**src/verilog/cmoeg_pkg.sv**
```systemverilog
// shared constants and types for the clock mux output enable gating block
// assumes one ref_clk domain; every pin-facing input is synchronised inside cmoeg_top
package cmoeg_pkg;

    localparam int NUM_OUT = 16;
    localparam int NUM_PIN = 8;

    // enable pins that double as sideband pins
    localparam int SB_CLK_PIN  = 3;
    localparam int SB_DIN_PIN  = 4;
    localparam int SB_LD_PIN   = 6;
    localparam int SB_DOUT_PIN = 7;

    // output count masks per variant
    localparam logic [15:0] OUT_MASK_FOUR    = 16'h000f;
    localparam logic [15:0] OUT_MASK_EIGHT   = 16'h00ff;
    localparam logic [15:0] OUT_MASK_SIXTEEN = 16'hffff;

    // input clock rising edges with power-down low before muting
    localparam logic [1:0] PD_EDGES = 2'h2;

    // sideband load to output effect, in input clock cycles
    localparam logic [3:0] SB_DELAY_MIN = 4'h4;
    localparam logic [3:0] SB_DELAY_MAX = 4'ha;

    // sideband clock limit, and ref_clk period, both in ns
    localparam int SB_MIN_PERIOD_NS = 40;
    localparam int REF_PERIOD_NS    = 100;

    // reset values and coupling bit codes
    localparam logic [15:0] SB_EN_RST  = 16'hffff;
    localparam logic [1:0]  CFG_RST    = 2'h0;
    localparam logic        COUPLE_DC  = 1'h0;
    localparam logic        COUPLE_AC  = 1'h1;

    typedef enum logic [1:0] {
        CMOEG_FOUR,
        CMOEG_EIGHT,
        CMOEG_SIXTEEN
    } cmoeg_variant_e;

    // per-input configuration, index = clock input
    typedef struct packed {
        logic [1:0] term_en;
        logic [1:0] input_ac_couple_en;
    } cmoeg_in_cfg_s;

    // sideband load event with the shifted word
    typedef struct packed {
        logic        valid;
        logic [15:0] data;
    } cmoeg_sb_load_s;

    typedef struct packed {
        logic           sck_prev;
        logic           ld_prev;
        logic [15:0]    sr;
        cmoeg_sb_load_s load;
        logic           dout;
    } cmoeg_sb_state_s;

    typedef struct packed {
        logic [7:0]    pin_s1;
        logic [7:0]    pin_s2;
        logic [1:0]    clk_s1;
        logic [1:0]    clk_s2;
        logic          clk_prev;
        logic          sel_s1;
        logic          sel_s2;
        logic          los_s1;
        logic          los_s2;
        logic          pd_s1;
        logic          pd_s2;
        logic          sup_s1;
        logic          sup_s2;
        logic          sbsel_s1;
        logic          sbsel_s2;
        logic          hm_s1;
        logic          hm_s2;
        logic [1:0]    pd_cnt;
        logic          pd_muted;
        logic [15:0]   gate;
        logic [15:0]   out_p;
        logic [15:0]   out_n;
        logic [15:0]   sb_en;
        logic [15:0]   sb_pend;
        logic [3:0]    sb_cnt;
        cmoeg_in_cfg_s cfg;
        logic          sb_oe;
    } cmoeg_state_s;

endpackage

```
**src/verilog/cmoeg_top.sv**
```systemverilog
// output enable and mute gating for a two-input differential clock mux
// assumes pins arrive asynchronously; strap and config ports are ref_clk logic
// What this block does
// - outputs start only at an input clock rise and stop at one too, except on supply loss or auto loss mute, which clear at once
// - output runs only if pin, host and sideband enables all allow it
// - outputs muted unless input valid, power-good high and supply up
// - pending pin enable starts output cleanly once all conditions are met
// - after proper power-down both legs of every output go low cleanly
// - pin held inactive since power-up keeps its output muted until driven low
// - each input has a termination enable bit, reset to disabled
// - coupling bit: 0 is dc coupled, 1 is ac coupled with self bias
// - the two inputs have independent coupling and termination bits
// - pin, host and sideband enables all act at the same time in the eight- and sixteen-output variants
// - four-output variant: mode pin picks pin or host control
// - sideband clock up to 25 MHz; controller stays within it
// - host enables keep working while sideband control is in use
// - up to eight low-active pins; eight-output variant maps pin n to output n
// - sideband select high turns pins 3,4,6,7 into sideband signals
// - sixteen-output variant maps pin n to output 2n or 2n+1 by assignment
// - invalid input holds last level until loss flag, then auto mute to low
// - strobe high shifts on sideband clock rise; strobe fall loads enables
// - sideband load takes effect 4 to 10 input clock cycles after strobe fall
`timescale 1ns/100ps
`default_nettype none
module cmoeg_top (
    input  wire logic                      ref_clk,
    input  wire logic                      rst_b,
    input  wire logic [1:0]                clk_in,
    input  wire logic                      clk_sel,
    input  wire logic                      input_loss_n,
    input  wire logic                      power_good_down_n,
    input  wire logic                      supply_ok,
    input  wire logic [7:0]                en_pin_n,
    input  wire logic                      host_mode_select,
    input  wire logic                      sideband_select,
    input  wire cmoeg_pkg::cmoeg_variant_e variant,
    input  wire logic [7:0]                pin_assign,
    input  wire logic [15:0]               host_out_en,
    input  wire logic                      auto_output_mute,
    input  wire logic                      cfg_wr,
    input  wire cmoeg_pkg::cmoeg_in_cfg_s  cfg_in,
    output logic [15:0]                    out_p,
    output logic [15:0]                    out_n,
    output logic                           sideband_data_out,
    output logic                           sideband_data_out_oe,
    output cmoeg_pkg::cmoeg_in_cfg_s       cfg_out
);

    localparam cmoeg_pkg::cmoeg_state_s ST_RST = '{
        pd_muted: 1'b1,
        sb_en:    cmoeg_pkg::SB_EN_RST,
        cfg:      '{term_en: cmoeg_pkg::CFG_RST, input_ac_couple_en: cmoeg_pkg::CFG_RST},
        default:  '0
    };

    cmoeg_pkg::cmoeg_state_s  st_reg;
    cmoeg_pkg::cmoeg_state_s  st_next;
    cmoeg_pkg::cmoeg_sb_load_s sb_load;
    logic                     sel_lvl;
    logic                     rise;
    logic                     valid;
    logic                     sb_active;
    logic                     host_only;
    logic [15:0]              pterm;
    logic [15:0]              hterm;
    logic [15:0]              want;

    function automatic logic is_sb_pin(input int n);
        return n == cmoeg_pkg::SB_CLK_PIN || n == cmoeg_pkg::SB_DIN_PIN ||
               n == cmoeg_pkg::SB_LD_PIN || n == cmoeg_pkg::SB_DOUT_PIN;
    endfunction

    function automatic logic [15:0] out_mask(input cmoeg_pkg::cmoeg_variant_e v);
        unique case (v)
            cmoeg_pkg::CMOEG_FOUR:    return cmoeg_pkg::OUT_MASK_FOUR;
            cmoeg_pkg::CMOEG_EIGHT:   return cmoeg_pkg::OUT_MASK_EIGHT;
            cmoeg_pkg::CMOEG_SIXTEEN: return cmoeg_pkg::OUT_MASK_SIXTEEN;
            default:                  return '0;
        endcase
    endfunction

    // pin enable term per output; outputs without a pin see an enable
    function automatic logic [15:0] pin_term(input cmoeg_pkg::cmoeg_variant_e v,
                                             input logic sb, input logic [7:0] asg,
                                             input logic [7:0] pn);
        logic [15:0] t;
        logic        on;
        t = '1;
        for (int n = 0; n < cmoeg_pkg::NUM_PIN; n++) begin
            on = ~pn[n] | (sb && is_sb_pin(n));
            unique case (v)
                cmoeg_pkg::CMOEG_FOUR: begin
                    if (n < 4) begin
                        t[n] = on;
                    end
                end
                cmoeg_pkg::CMOEG_EIGHT: begin
                    t[n] = on;
                end
                cmoeg_pkg::CMOEG_SIXTEEN: begin
                    t[2 * n + int'(asg[n])] = on;
                end
                default: begin
                    t = '0; // illegal variant code keeps every output off
                end
            endcase
        end
        return t;
    endfunction

    // four-output variant has no sideband port
    assign sb_active = st_reg.sbsel_s2 && variant != cmoeg_pkg::CMOEG_FOUR;
    assign host_only = variant == cmoeg_pkg::CMOEG_FOUR && st_reg.hm_s2;
    assign sel_lvl   = st_reg.clk_s2[st_reg.sel_s2];
    assign rise      = sel_lvl & ~st_reg.clk_prev;
    assign valid     = st_reg.los_s2;
    // four-output variant only: host mode ignores pins, pin mode ignores host bits
    assign pterm = host_only ? '1 : pin_term(variant, sb_active, pin_assign, st_reg.pin_s2);
    assign hterm = (variant == cmoeg_pkg::CMOEG_FOUR && !st_reg.hm_s2) ? '1 : host_out_en;

    cmoeg_sideband u_sideband (
        .ref_clk      (ref_clk),
        .rst_b        (rst_b),
        .active       (sb_active),
        .sck          (st_reg.pin_s2[cmoeg_pkg::SB_CLK_PIN]),
        .din          (st_reg.pin_s2[cmoeg_pkg::SB_DIN_PIN]),
        .shift_load_n (st_reg.pin_s2[cmoeg_pkg::SB_LD_PIN]),
        .load         (sb_load),
        .dout         (sideband_data_out)
    );

    always_comb begin
        st_next          = st_reg;
        // two-flop synchronisers on every asynchronous pin
        st_next.pin_s1   = en_pin_n;
        st_next.pin_s2   = st_reg.pin_s1;
        st_next.clk_s1   = clk_in;
        st_next.clk_s2   = st_reg.clk_s1;
        st_next.sel_s1   = clk_sel;
        st_next.sel_s2   = st_reg.sel_s1;
        st_next.los_s1   = input_loss_n;
        st_next.los_s2   = st_reg.los_s1;
        st_next.pd_s1    = power_good_down_n;
        st_next.pd_s2    = st_reg.pd_s1;
        st_next.sup_s1   = supply_ok;
        st_next.sup_s2   = st_reg.sup_s1;
        st_next.sbsel_s1 = sideband_select;
        st_next.sbsel_s2 = st_reg.sbsel_s1;
        st_next.hm_s1    = host_mode_select;
        st_next.hm_s2    = st_reg.hm_s1;
        st_next.clk_prev = sel_lvl;

        // power-down: mute only after enough input clock rises with pin low
        if (st_reg.pd_s2) begin
            st_next.pd_cnt   = '0;
            st_next.pd_muted = 1'b0;
        end else if (rise && st_reg.pd_cnt != cmoeg_pkg::PD_EDGES) begin
            st_next.pd_cnt = 2'(st_reg.pd_cnt + 2'h1);
            if (2'(st_reg.pd_cnt + 2'h1) == cmoeg_pkg::PD_EDGES) begin
                st_next.pd_muted = 1'b1;
            end
        end

        // sideband word waits a few input clock rises before it applies
        if (sb_load.valid) begin
            st_next.sb_pend = sb_load.data;
            st_next.sb_cnt  = cmoeg_pkg::SB_DELAY_MIN;
        end else if (rise && st_reg.sb_cnt != '0) begin
            st_next.sb_cnt = 4'(st_reg.sb_cnt - 4'h1);
            if (st_reg.sb_cnt == 4'h1) begin
                st_next.sb_en = st_reg.sb_pend;
            end
        end

        want = pterm & hterm & st_next.sb_en & out_mask(variant);
        if (!(valid && !st_next.pd_muted && st_reg.sup_s2)) begin
            want = '0;
        end

        // clock stopped or no supply: clearing at once is safe
        if (!st_reg.sup_s2 || (!valid && auto_output_mute)) begin
            st_next.gate = '0;
        end else if (rise) begin
            st_next.gate = want;
        end
        // a rise means p goes high with the gate, so no leg gets a short pulse
        st_next.out_p = st_next.gate & {16{sel_lvl}};
        st_next.out_n = st_next.gate & {16{~sel_lvl}};

        if (cfg_wr) begin
            st_next.cfg = cfg_in;
        end
        st_next.sb_oe = sb_active;
    end

    always_ff @(posedge ref_clk) begin
        if (!rst_b) begin
            st_reg <= ST_RST;
        end else begin
            st_reg <= st_next;
        end
    end

    assign out_p                = st_reg.out_p;
    assign out_n                = st_reg.out_n;
    assign sideband_data_out_oe = st_reg.sb_oe;
    assign cfg_out              = st_reg.cfg;

    a_gate_on_rise: assert property (@(posedge ref_clk) disable iff (!rst_b)
        ((st_reg.gate & ~$past(st_reg.gate)) != '0) |-> $past(rise))
        else $error("output started away from an input clock rise");

    a_and_of_terms: assert property (@(posedge ref_clk) disable iff (!rst_b)
        (rise && st_reg.sup_s2 && valid) |=> st_reg.gate == $past(want))
        else $error("gate does not match the and of enables");

    a_mute_no_supply: assert property (@(posedge ref_clk) disable iff (!rst_b)
        !st_reg.sup_s2 |=> (st_reg.gate == '0 && st_reg.out_p == '0 && st_reg.out_n == '0))
        else $error("output runs without supply");

    a_loss_mutes_low: assert property (@(posedge ref_clk) disable iff (!rst_b)
        (!valid && auto_output_mute) |=> (st_reg.out_p == '0 && st_reg.out_n == '0))
        else $error("loss of input did not mute outputs");

    a_pd_mutes_gate: assert property (@(posedge ref_clk) disable iff (!rst_b)
        ($rose(st_reg.pd_muted) && st_reg.sup_s2) |-> (st_reg.gate == '0 && st_reg.out_p == '0))
        else $error("power-down did not mute outputs");

    a_sb_commit_word: assert property (@(posedge ref_clk) disable iff (!rst_b)
        (rise && st_reg.sb_cnt == 4'h1 && !sb_load.valid) |=> st_reg.sb_en == $past(st_reg.sb_pend))
        else $error("sideband word not applied after delay");

    a_sb_delay_bound: assert property (@(posedge ref_clk) disable iff (!rst_b)
        st_reg.sb_cnt <= cmoeg_pkg::SB_DELAY_MAX)
        else $error("sideband delay out of range");

    a_sb_pins_freed: assert property (@(posedge ref_clk) disable iff (!rst_b)
        (sb_active && !host_only) |->
        ((variant == cmoeg_pkg::CMOEG_SIXTEEN) ?
         (pterm[{3'h3, pin_assign[3]}] && pterm[{3'h4, pin_assign[4]}] &&
          pterm[{3'h6, pin_assign[6]}] && pterm[{3'h7, pin_assign[7]}]) :
         (pterm[3] && pterm[4] && pterm[6] && pterm[7]))
        ##1 sideband_data_out_oe)
        else $error("sideband pins still act as enables");

    a_pin_map_eight: assert property (
        @(posedge ref_clk) disable iff (!rst_b)
        (variant == cmoeg_pkg::CMOEG_EIGHT && !sb_active) |->
        (pterm[7:0] == ~st_reg.pin_s2 && pterm[15:8] == 8'hff))
        else $error("eight-output pin mapping wrong");

    a_pin_map_sixteen: assert property (@(posedge ref_clk) disable iff (!rst_b)
        (variant == cmoeg_pkg::CMOEG_SIXTEEN) |->
        (pterm[{3'h0, pin_assign[0]}] == ~st_reg.pin_s2[0] && pterm[{3'h0, ~pin_assign[0]}]))
        else $error("sixteen-output pin mapping wrong");

    a_host_mode_pins: assert property (@(posedge ref_clk) disable iff (!rst_b)
        host_only |-> pterm == '1)
        else $error("pins act in host mode");

    a_cfg_reset_off: assert property (@(posedge ref_clk)
        !rst_b |=> cfg_out == '0)
        else $error("config bits not cleared by reset");

    a_legs_exclusive: assert property (@(posedge ref_clk) disable iff (!rst_b)
        (st_reg.out_p & st_reg.out_n) == '0)
        else $error("both legs of an output high");

    a_pin_high_mutes: assert property (@(posedge ref_clk) disable iff (!rst_b)
        (variant == cmoeg_pkg::CMOEG_EIGHT && st_reg.pin_s2[0]) |-> !want[0])
        else $error("inactive pin lets its output run");

    a_hold_no_auto: assert property (@(posedge ref_clk) disable iff (!rst_b)
        (!valid && !auto_output_mute && st_reg.sup_s2 && !rise) |=>
        st_reg.gate == $past(st_reg.gate))
        else $error("gate moved while loss mute is off");

    a_sb_on_rise: assert property (@(posedge ref_clk) disable iff (!rst_b)
        (st_reg.sb_en != $past(st_reg.sb_en)) |-> $past(rise))
        else $error("sideband enables changed away from a rise");

    a_cfg_load: assert property (@(posedge ref_clk) disable iff (!rst_b)
        cfg_wr |=> cfg_out == $past(cfg_in))
        else $error("config write not taken");

    a_pd_no_run: assert property (@(posedge ref_clk) disable iff (!rst_b)
        (st_reg.pd_muted && !st_reg.pd_s2) |-> want == '0)
        else $error("output wanted while powered down");

    a_pd_second_rise: assert property (@(posedge ref_clk) disable iff (!rst_b)
        (rise && !st_reg.pd_s2 && st_reg.pd_cnt == 2'(cmoeg_pkg::PD_EDGES - 2'h1)) |=>
        st_reg.pd_muted)
        else $error("power-down not taken at second rise");

    a_host_term: assert property (@(posedge ref_clk) disable iff (!rst_b)
        (variant != cmoeg_pkg::CMOEG_FOUR) |-> hterm == host_out_en)
        else $error("host enables ignored");

    c_out_start: cover property (@(posedge ref_clk) disable iff (!rst_b) $rose(st_reg.gate[0]));
    c_pd_mute: cover property (@(posedge ref_clk) disable iff (!rst_b) $rose(st_reg.pd_muted));
    c_sb_apply: cover property (@(posedge ref_clk) disable iff (!rst_b)
        rise && st_reg.sb_cnt == 4'h1);

endmodule
`default_nettype wire

```
**src/verilog/cmoeg_sideband.sv**
```systemverilog
// sideband serial shifter: shift on sideband clock rise, load on strobe fall
// assumes inputs are already synchronised to ref_clk by the caller
`timescale 1ns/100ps
`default_nettype none
module cmoeg_sideband (
    input  wire logic                      ref_clk,
    input  wire logic                      rst_b,
    input  wire logic                      active,
    input  wire logic                      sck,
    input  wire logic                      din,
    input  wire logic                      shift_load_n,
    output cmoeg_pkg::cmoeg_sb_load_s      load,
    output logic                           dout
);

    cmoeg_pkg::cmoeg_sb_state_s st_reg;
    cmoeg_pkg::cmoeg_sb_state_s st_next;
    logic                       sck_rise;

    // sampled sideband clock, so its rate is bounded by ref_clk
    assign sck_rise = active & sck & ~st_reg.sck_prev;

    always_comb begin
        st_next            = st_reg;
        st_next.sck_prev   = sck;
        st_next.ld_prev    = shift_load_n;
        st_next.load.valid = 1'b0;
        if (sck_rise && shift_load_n) begin
            st_next.sr   = {st_reg.sr[14:0], din};
            st_next.dout = st_reg.sr[15];
        end
        if (active && st_reg.ld_prev && !shift_load_n) begin
            st_next.load.valid = 1'b1;
            st_next.load.data  = st_reg.sr;
        end
    end

    always_ff @(posedge ref_clk) begin
        if (!rst_b) begin
            st_reg <= '0;
        end else begin
            st_reg <= st_next;
        end
    end

    assign load = st_reg.load;
    assign dout = st_reg.dout;

    a_shift_in_data: assert property (@(posedge ref_clk) disable iff (!rst_b)
        (sck_rise && shift_load_n) |=> st_reg.sr == {$past(st_reg.sr[14:0]), $past(din)})
        else $error("sideband shift did not take data in");

    a_load_on_fall: assert property (@(posedge ref_clk) disable iff (!rst_b)
        (active && $fell(shift_load_n)) |=> (load.valid && load.data == $past(st_reg.sr)))
        else $error("sideband load missed strobe fall");

    c_sb_load: cover property (@(posedge ref_clk) disable iff (!rst_b) load.valid);

endmodule
`default_nettype wire

```
**config.mk**
```make
export PLATFORM = sky130hd
export DESIGN_NAME = cmoeg_top
export DESIGN_NICKNAME = d
export VERILOG_FILES = /design/src/verilog/cmoeg_pkg.sv /design/src/verilog/cmoeg_top.sv /design/src/verilog/cmoeg_sideband.sv
export SDC_FILE = /design/constraint.sdc
export NUM_CORES = 1
export LEC_CHECK = 0
export BUFFER_PORTS_ARGS = -buffer_cell sky130_fd_sc_hd__buf_2
export CAP_MARGIN = 15
export CORE_UTILIZATION = 50
export DETAILED_ROUTE_END_ITERATION = 10
export PLACE_DENSITY = 0.71
export SYNTH_ARGS = -nofsm -noshare
export SYNTH_HDL_FRONTEND = slang
export SYNTH_HIERARCHICAL = 1
export SYNTH_SLANG_ARGS = --single-unit
```
**constraint.sdc**
```tcl
create_clock -name ref_clk -period 2.8 [get_ports ref_clk]
set_input_delay 0.28 -clock ref_clk [delete_from_list [all_inputs] [get_ports ref_clk]]
set_output_delay 0.28 -clock ref_clk [all_outputs]
set_load 0.005 [all_outputs]
```
==> metrics.md <==
| Metric | Value |
|---|---|
| Status | `finished, final reports clean` |
| CTS max path bufs | `2` |
| Pin count of the biggest net entering global routing | `around 110` |
| Root Buffer | `clkbuf_16` |
| Async SR Flop Fraction | `0%` |
| Final Total Pwr | `approximately 0.005 W` |
| Hold Path Depth | `2` |
| MaxCap Viol Count | `0` |
| Total track usage | `roughly 22%` |
| Worst EP arrival | `a little under 3 ns` |
| Global route overflow | `0` |
| Hold Slack | `~0.060 ns` |
| # IOs | `between 80 and 90` |
| CP required | `roughly 3.2 ns` |
| Port Buffer Count | `87` |
| H-tree lvl count | `4` |
| Top cell type's share of synthesized area | `between 40% and 50%` |
| Drt first pass iters | `5` |
| Proportion of layout cells with a drive suffix above 1 | `between 10% and 20%` |
| Mapped Cells | `roughly 700` |
| CTS hold repair buffers | `0` |
| CP cell instances | `inv_1 -> ha_1 -> or4_4 -> or4_1 -> buf_4 -> mux2i_1 -> nor4_1 -> a31o_1` |
| Post-cts repair resize count | `0` |
| Postcts setup bufs | `0` |
| RSZ-0062 raised after global routing | `no` |
| Iter 0 DRT Violations | `approximately 370` |
| Final wirelength | `about 15000 microns` |
| Max-slew violation count | `0` |
| Row Count | `between 40 and 50` |
| Vias in the first global route | `~4700` |
| Mean Syn Cell Area | `9.62 sq um` |
| Pre-CTS setup slack | `approximately 0.13 ns` |
| CP max-delay cell | `or4_4` |
| NetSw | `between 0.001 and 0.0015 W` |
| Die ar. | `approximately 14000 sq um` |
| Commonest non-fill, non-tap cell in the layout | `dfxtp_1` |
| Clk sinks | `about 160` |
| Warnings, synthesis | `6` |
| Family with the most delay on the worst path | `simple AND/OR/NAND/NOR gates` |
| XOR/XNOR Fraction of Synth Area | `less than 1%` |
| Drt wl/cell | `between 15 and 20 microns` |
| Clock share of power | `a little under half` |
| HP Class | `in -> reg` |
| Slew margin rel. | `approximately two fifths` |
| N_diodes | `0` |
| EDFF count, synth | `0` |
| Worst Path Max Fanout | `6` |
| Starting Density | `~52%` |
| CORE AREA | `about 13000 sq um` |
| Yosys top cell by area | `dfxtp_1` |
| CP bufs+invs | `2` |
| Most frequent cells in the layout | `161 x dfxtp_1, 87 x buf_2, 84 x nand2_1` |
| Post-DR vias/cell | `around 5.3` |
| DIE WIDTH | `between 100 and 150 microns` |
| Period utilisation layout | `93.1%` |
| Power share of the combinational group | `~4.8%` |
| Critical Path Max Stage Delay | `around 0.46 ns` |
| Max FFs per register | `71` |
| Worst IR Drop VDD | `0.428 mV` |
| Fmax | `around 0.38 GHz` |
| Main synth FF type | `dfxtp_1` |
| CTS clk-pin slew, worst paths | `~0.06 ns` |
| Post-DP HPWL | `roughly 11000 microns` |
| Number of CTS-inserted buffers | `17` |
| Pleak | `around 3.1 nW` |
| Clock latency at the later pin of the worst-skew pair | `0.43 ns` |
| Final Hold Vio Count | `0` |
| CP endpoint kind | `register` |
| First-pass GRT wire length | `between 20000 and 25000 microns` |
| Seq cells post-synth | `approximately 160` |
| Setup_tns | `0 ns` |
| Internal Pwr Total | `between 0.003 and 0.004 W` |
| Via Count | `4836` |
| Clock Skew | `0.00612 ns` |
| Tmin final | `2.61 ns` |
| PwrDens | `655 nW/um^2` |
| DRC | `0` |
| Depth of the most critical reg-to-reg path | `8` |
| CP Depth | `8` |
| Worst Tran Pin Value | `a little over 0.9 ns` |
| Setup crit start kind | `register` |
| Final core occ | `roughly three fifths` |
| Layout Nets | `between 700 and 800` |
| Synth area leaders | `dfxtp_1 48%, mux2i_1 9.4%, buf_4 5.9%` |
| Count of final setup violators | `0` |
| Worst setup margin | `0.194 ns` |
| Synth-to-Final Area Change | `12.3%` |
| Routability cong. | `0.896` |
| Synth Area in Compound Gates | `a little over a tenth` |
| Register area share after synthesis | `between 40 and 50%` |
| Synthesized Nets | `between 700 and 800` |
| Synth unique cells | `59` |
| TritonCTS clock tree | `done` |
| Part of the power in registers | `between 40% and 50%` |
| Post-DRT Antenna Nets | `0` |
| Number of antenna violations at the first check in global routing | `0` |
| Reg-to-reg slack, setup | `0.19 ns` |
| Largest family of logic cells by synthesized area | `simple AND/OR/NAND/NOR gates` |
| Area share of fa/ha/maj cells after synthesis | `approximately 1.9%` |
| Simple-gate share of the synthesized area | `18.9%` |
| Die Ht | `approximately 120 microns` |
| WS Path Type | `reg -> reg` |
| Multiplexer share of the synthesized area | `between 10% and 20%` |
| Switching part of the total | `a little over a fifth` |
| Synth Cell Area | `~6700 sq um` |
cells in the mapped netlist, drive strengths merged, types with 2 or more instances:
master   instances
a2111o           2
a2111oi          3
a211oi           6
a21boi           3
a21oi           19
a22oi            6
a2bb2oi          3
a311o            2
a31o             6
a31oi            4
and2            50
and3             4
buf             64
clkbuf          23
dfxtp          161
ha              10
inv             20
mux2i           66
nand2           84
nand2b          10
nand3           19
nand3b           3
nand4            2
nor2            33
nor2b           25
nor3             9
nor4             6
o211ai           4
o21a             7
o21ai            9
o21bai           2
o221ai           2
o22a             2
o2bb2ai          2
o31ai            2
o41ai            7
or4              2
xnor2            3
cell type report:
class                      count  area, sq um
clock buffer                  19          453
multi-input combinational    428         2840
fill                        1114         5310
timing repair buffer         103          556
sequential                   161         3220
tap                          172          215
inverter                      20         75.1
clock inverter                13          160
cell families (layout without fill, tap and decap cells):
kind of cell / count (synthesis) / count (layout)
AOI/OAI and AO/OA: 96 / 96
xor gates and xnor gates: 4 / 4
adders and majority gates: 10 / 10
buffers and inverters: 107 / 155
DFF: 161 / 161
muxes: 67 / 67
and+or+nand+nor: 251 / 251
power by group through the flow:
stage	registers, W	clock network [W]	logic (W)
floorplan	0.00238	0	0.000145
global route	0.00234	0.00252	0.000256
finish	0.00234	0.00236	0.000236
global placement	0.00239	0	0.000229
detailed placement	0.00239	0	0.000231
CTS	0.00234	0.00239	0.000232
through the flow:
step                      area (sq um)  cells
after floorplan                   6700    696
after global placement            6890    884
after detailed placement          6890    884
after CTS                         7500    916
after global routing              7520    916
final                             7520    916
metal layers:
metal  vias up  wire (microns)  track usage [%]
li1       2396               -                -
met1      2264            6810             28.2
met2       147            6720             35.0
met3        29             834             6.06
met4         0             379             8.97
met5         -               0                0
path summary, 6_finish.rpt:
| path | from | to |
|---|---|---|
| max | st_reg[5] | st_reg[74] |
| min reg2reg | st_next[112] | st_reg[112] |
| max reg2reg | st_reg[5] | st_reg[74] |
| min | en_pin_n[0] | st_next[109] |
No activity file was read; power rests on OpenSTA's default activity.
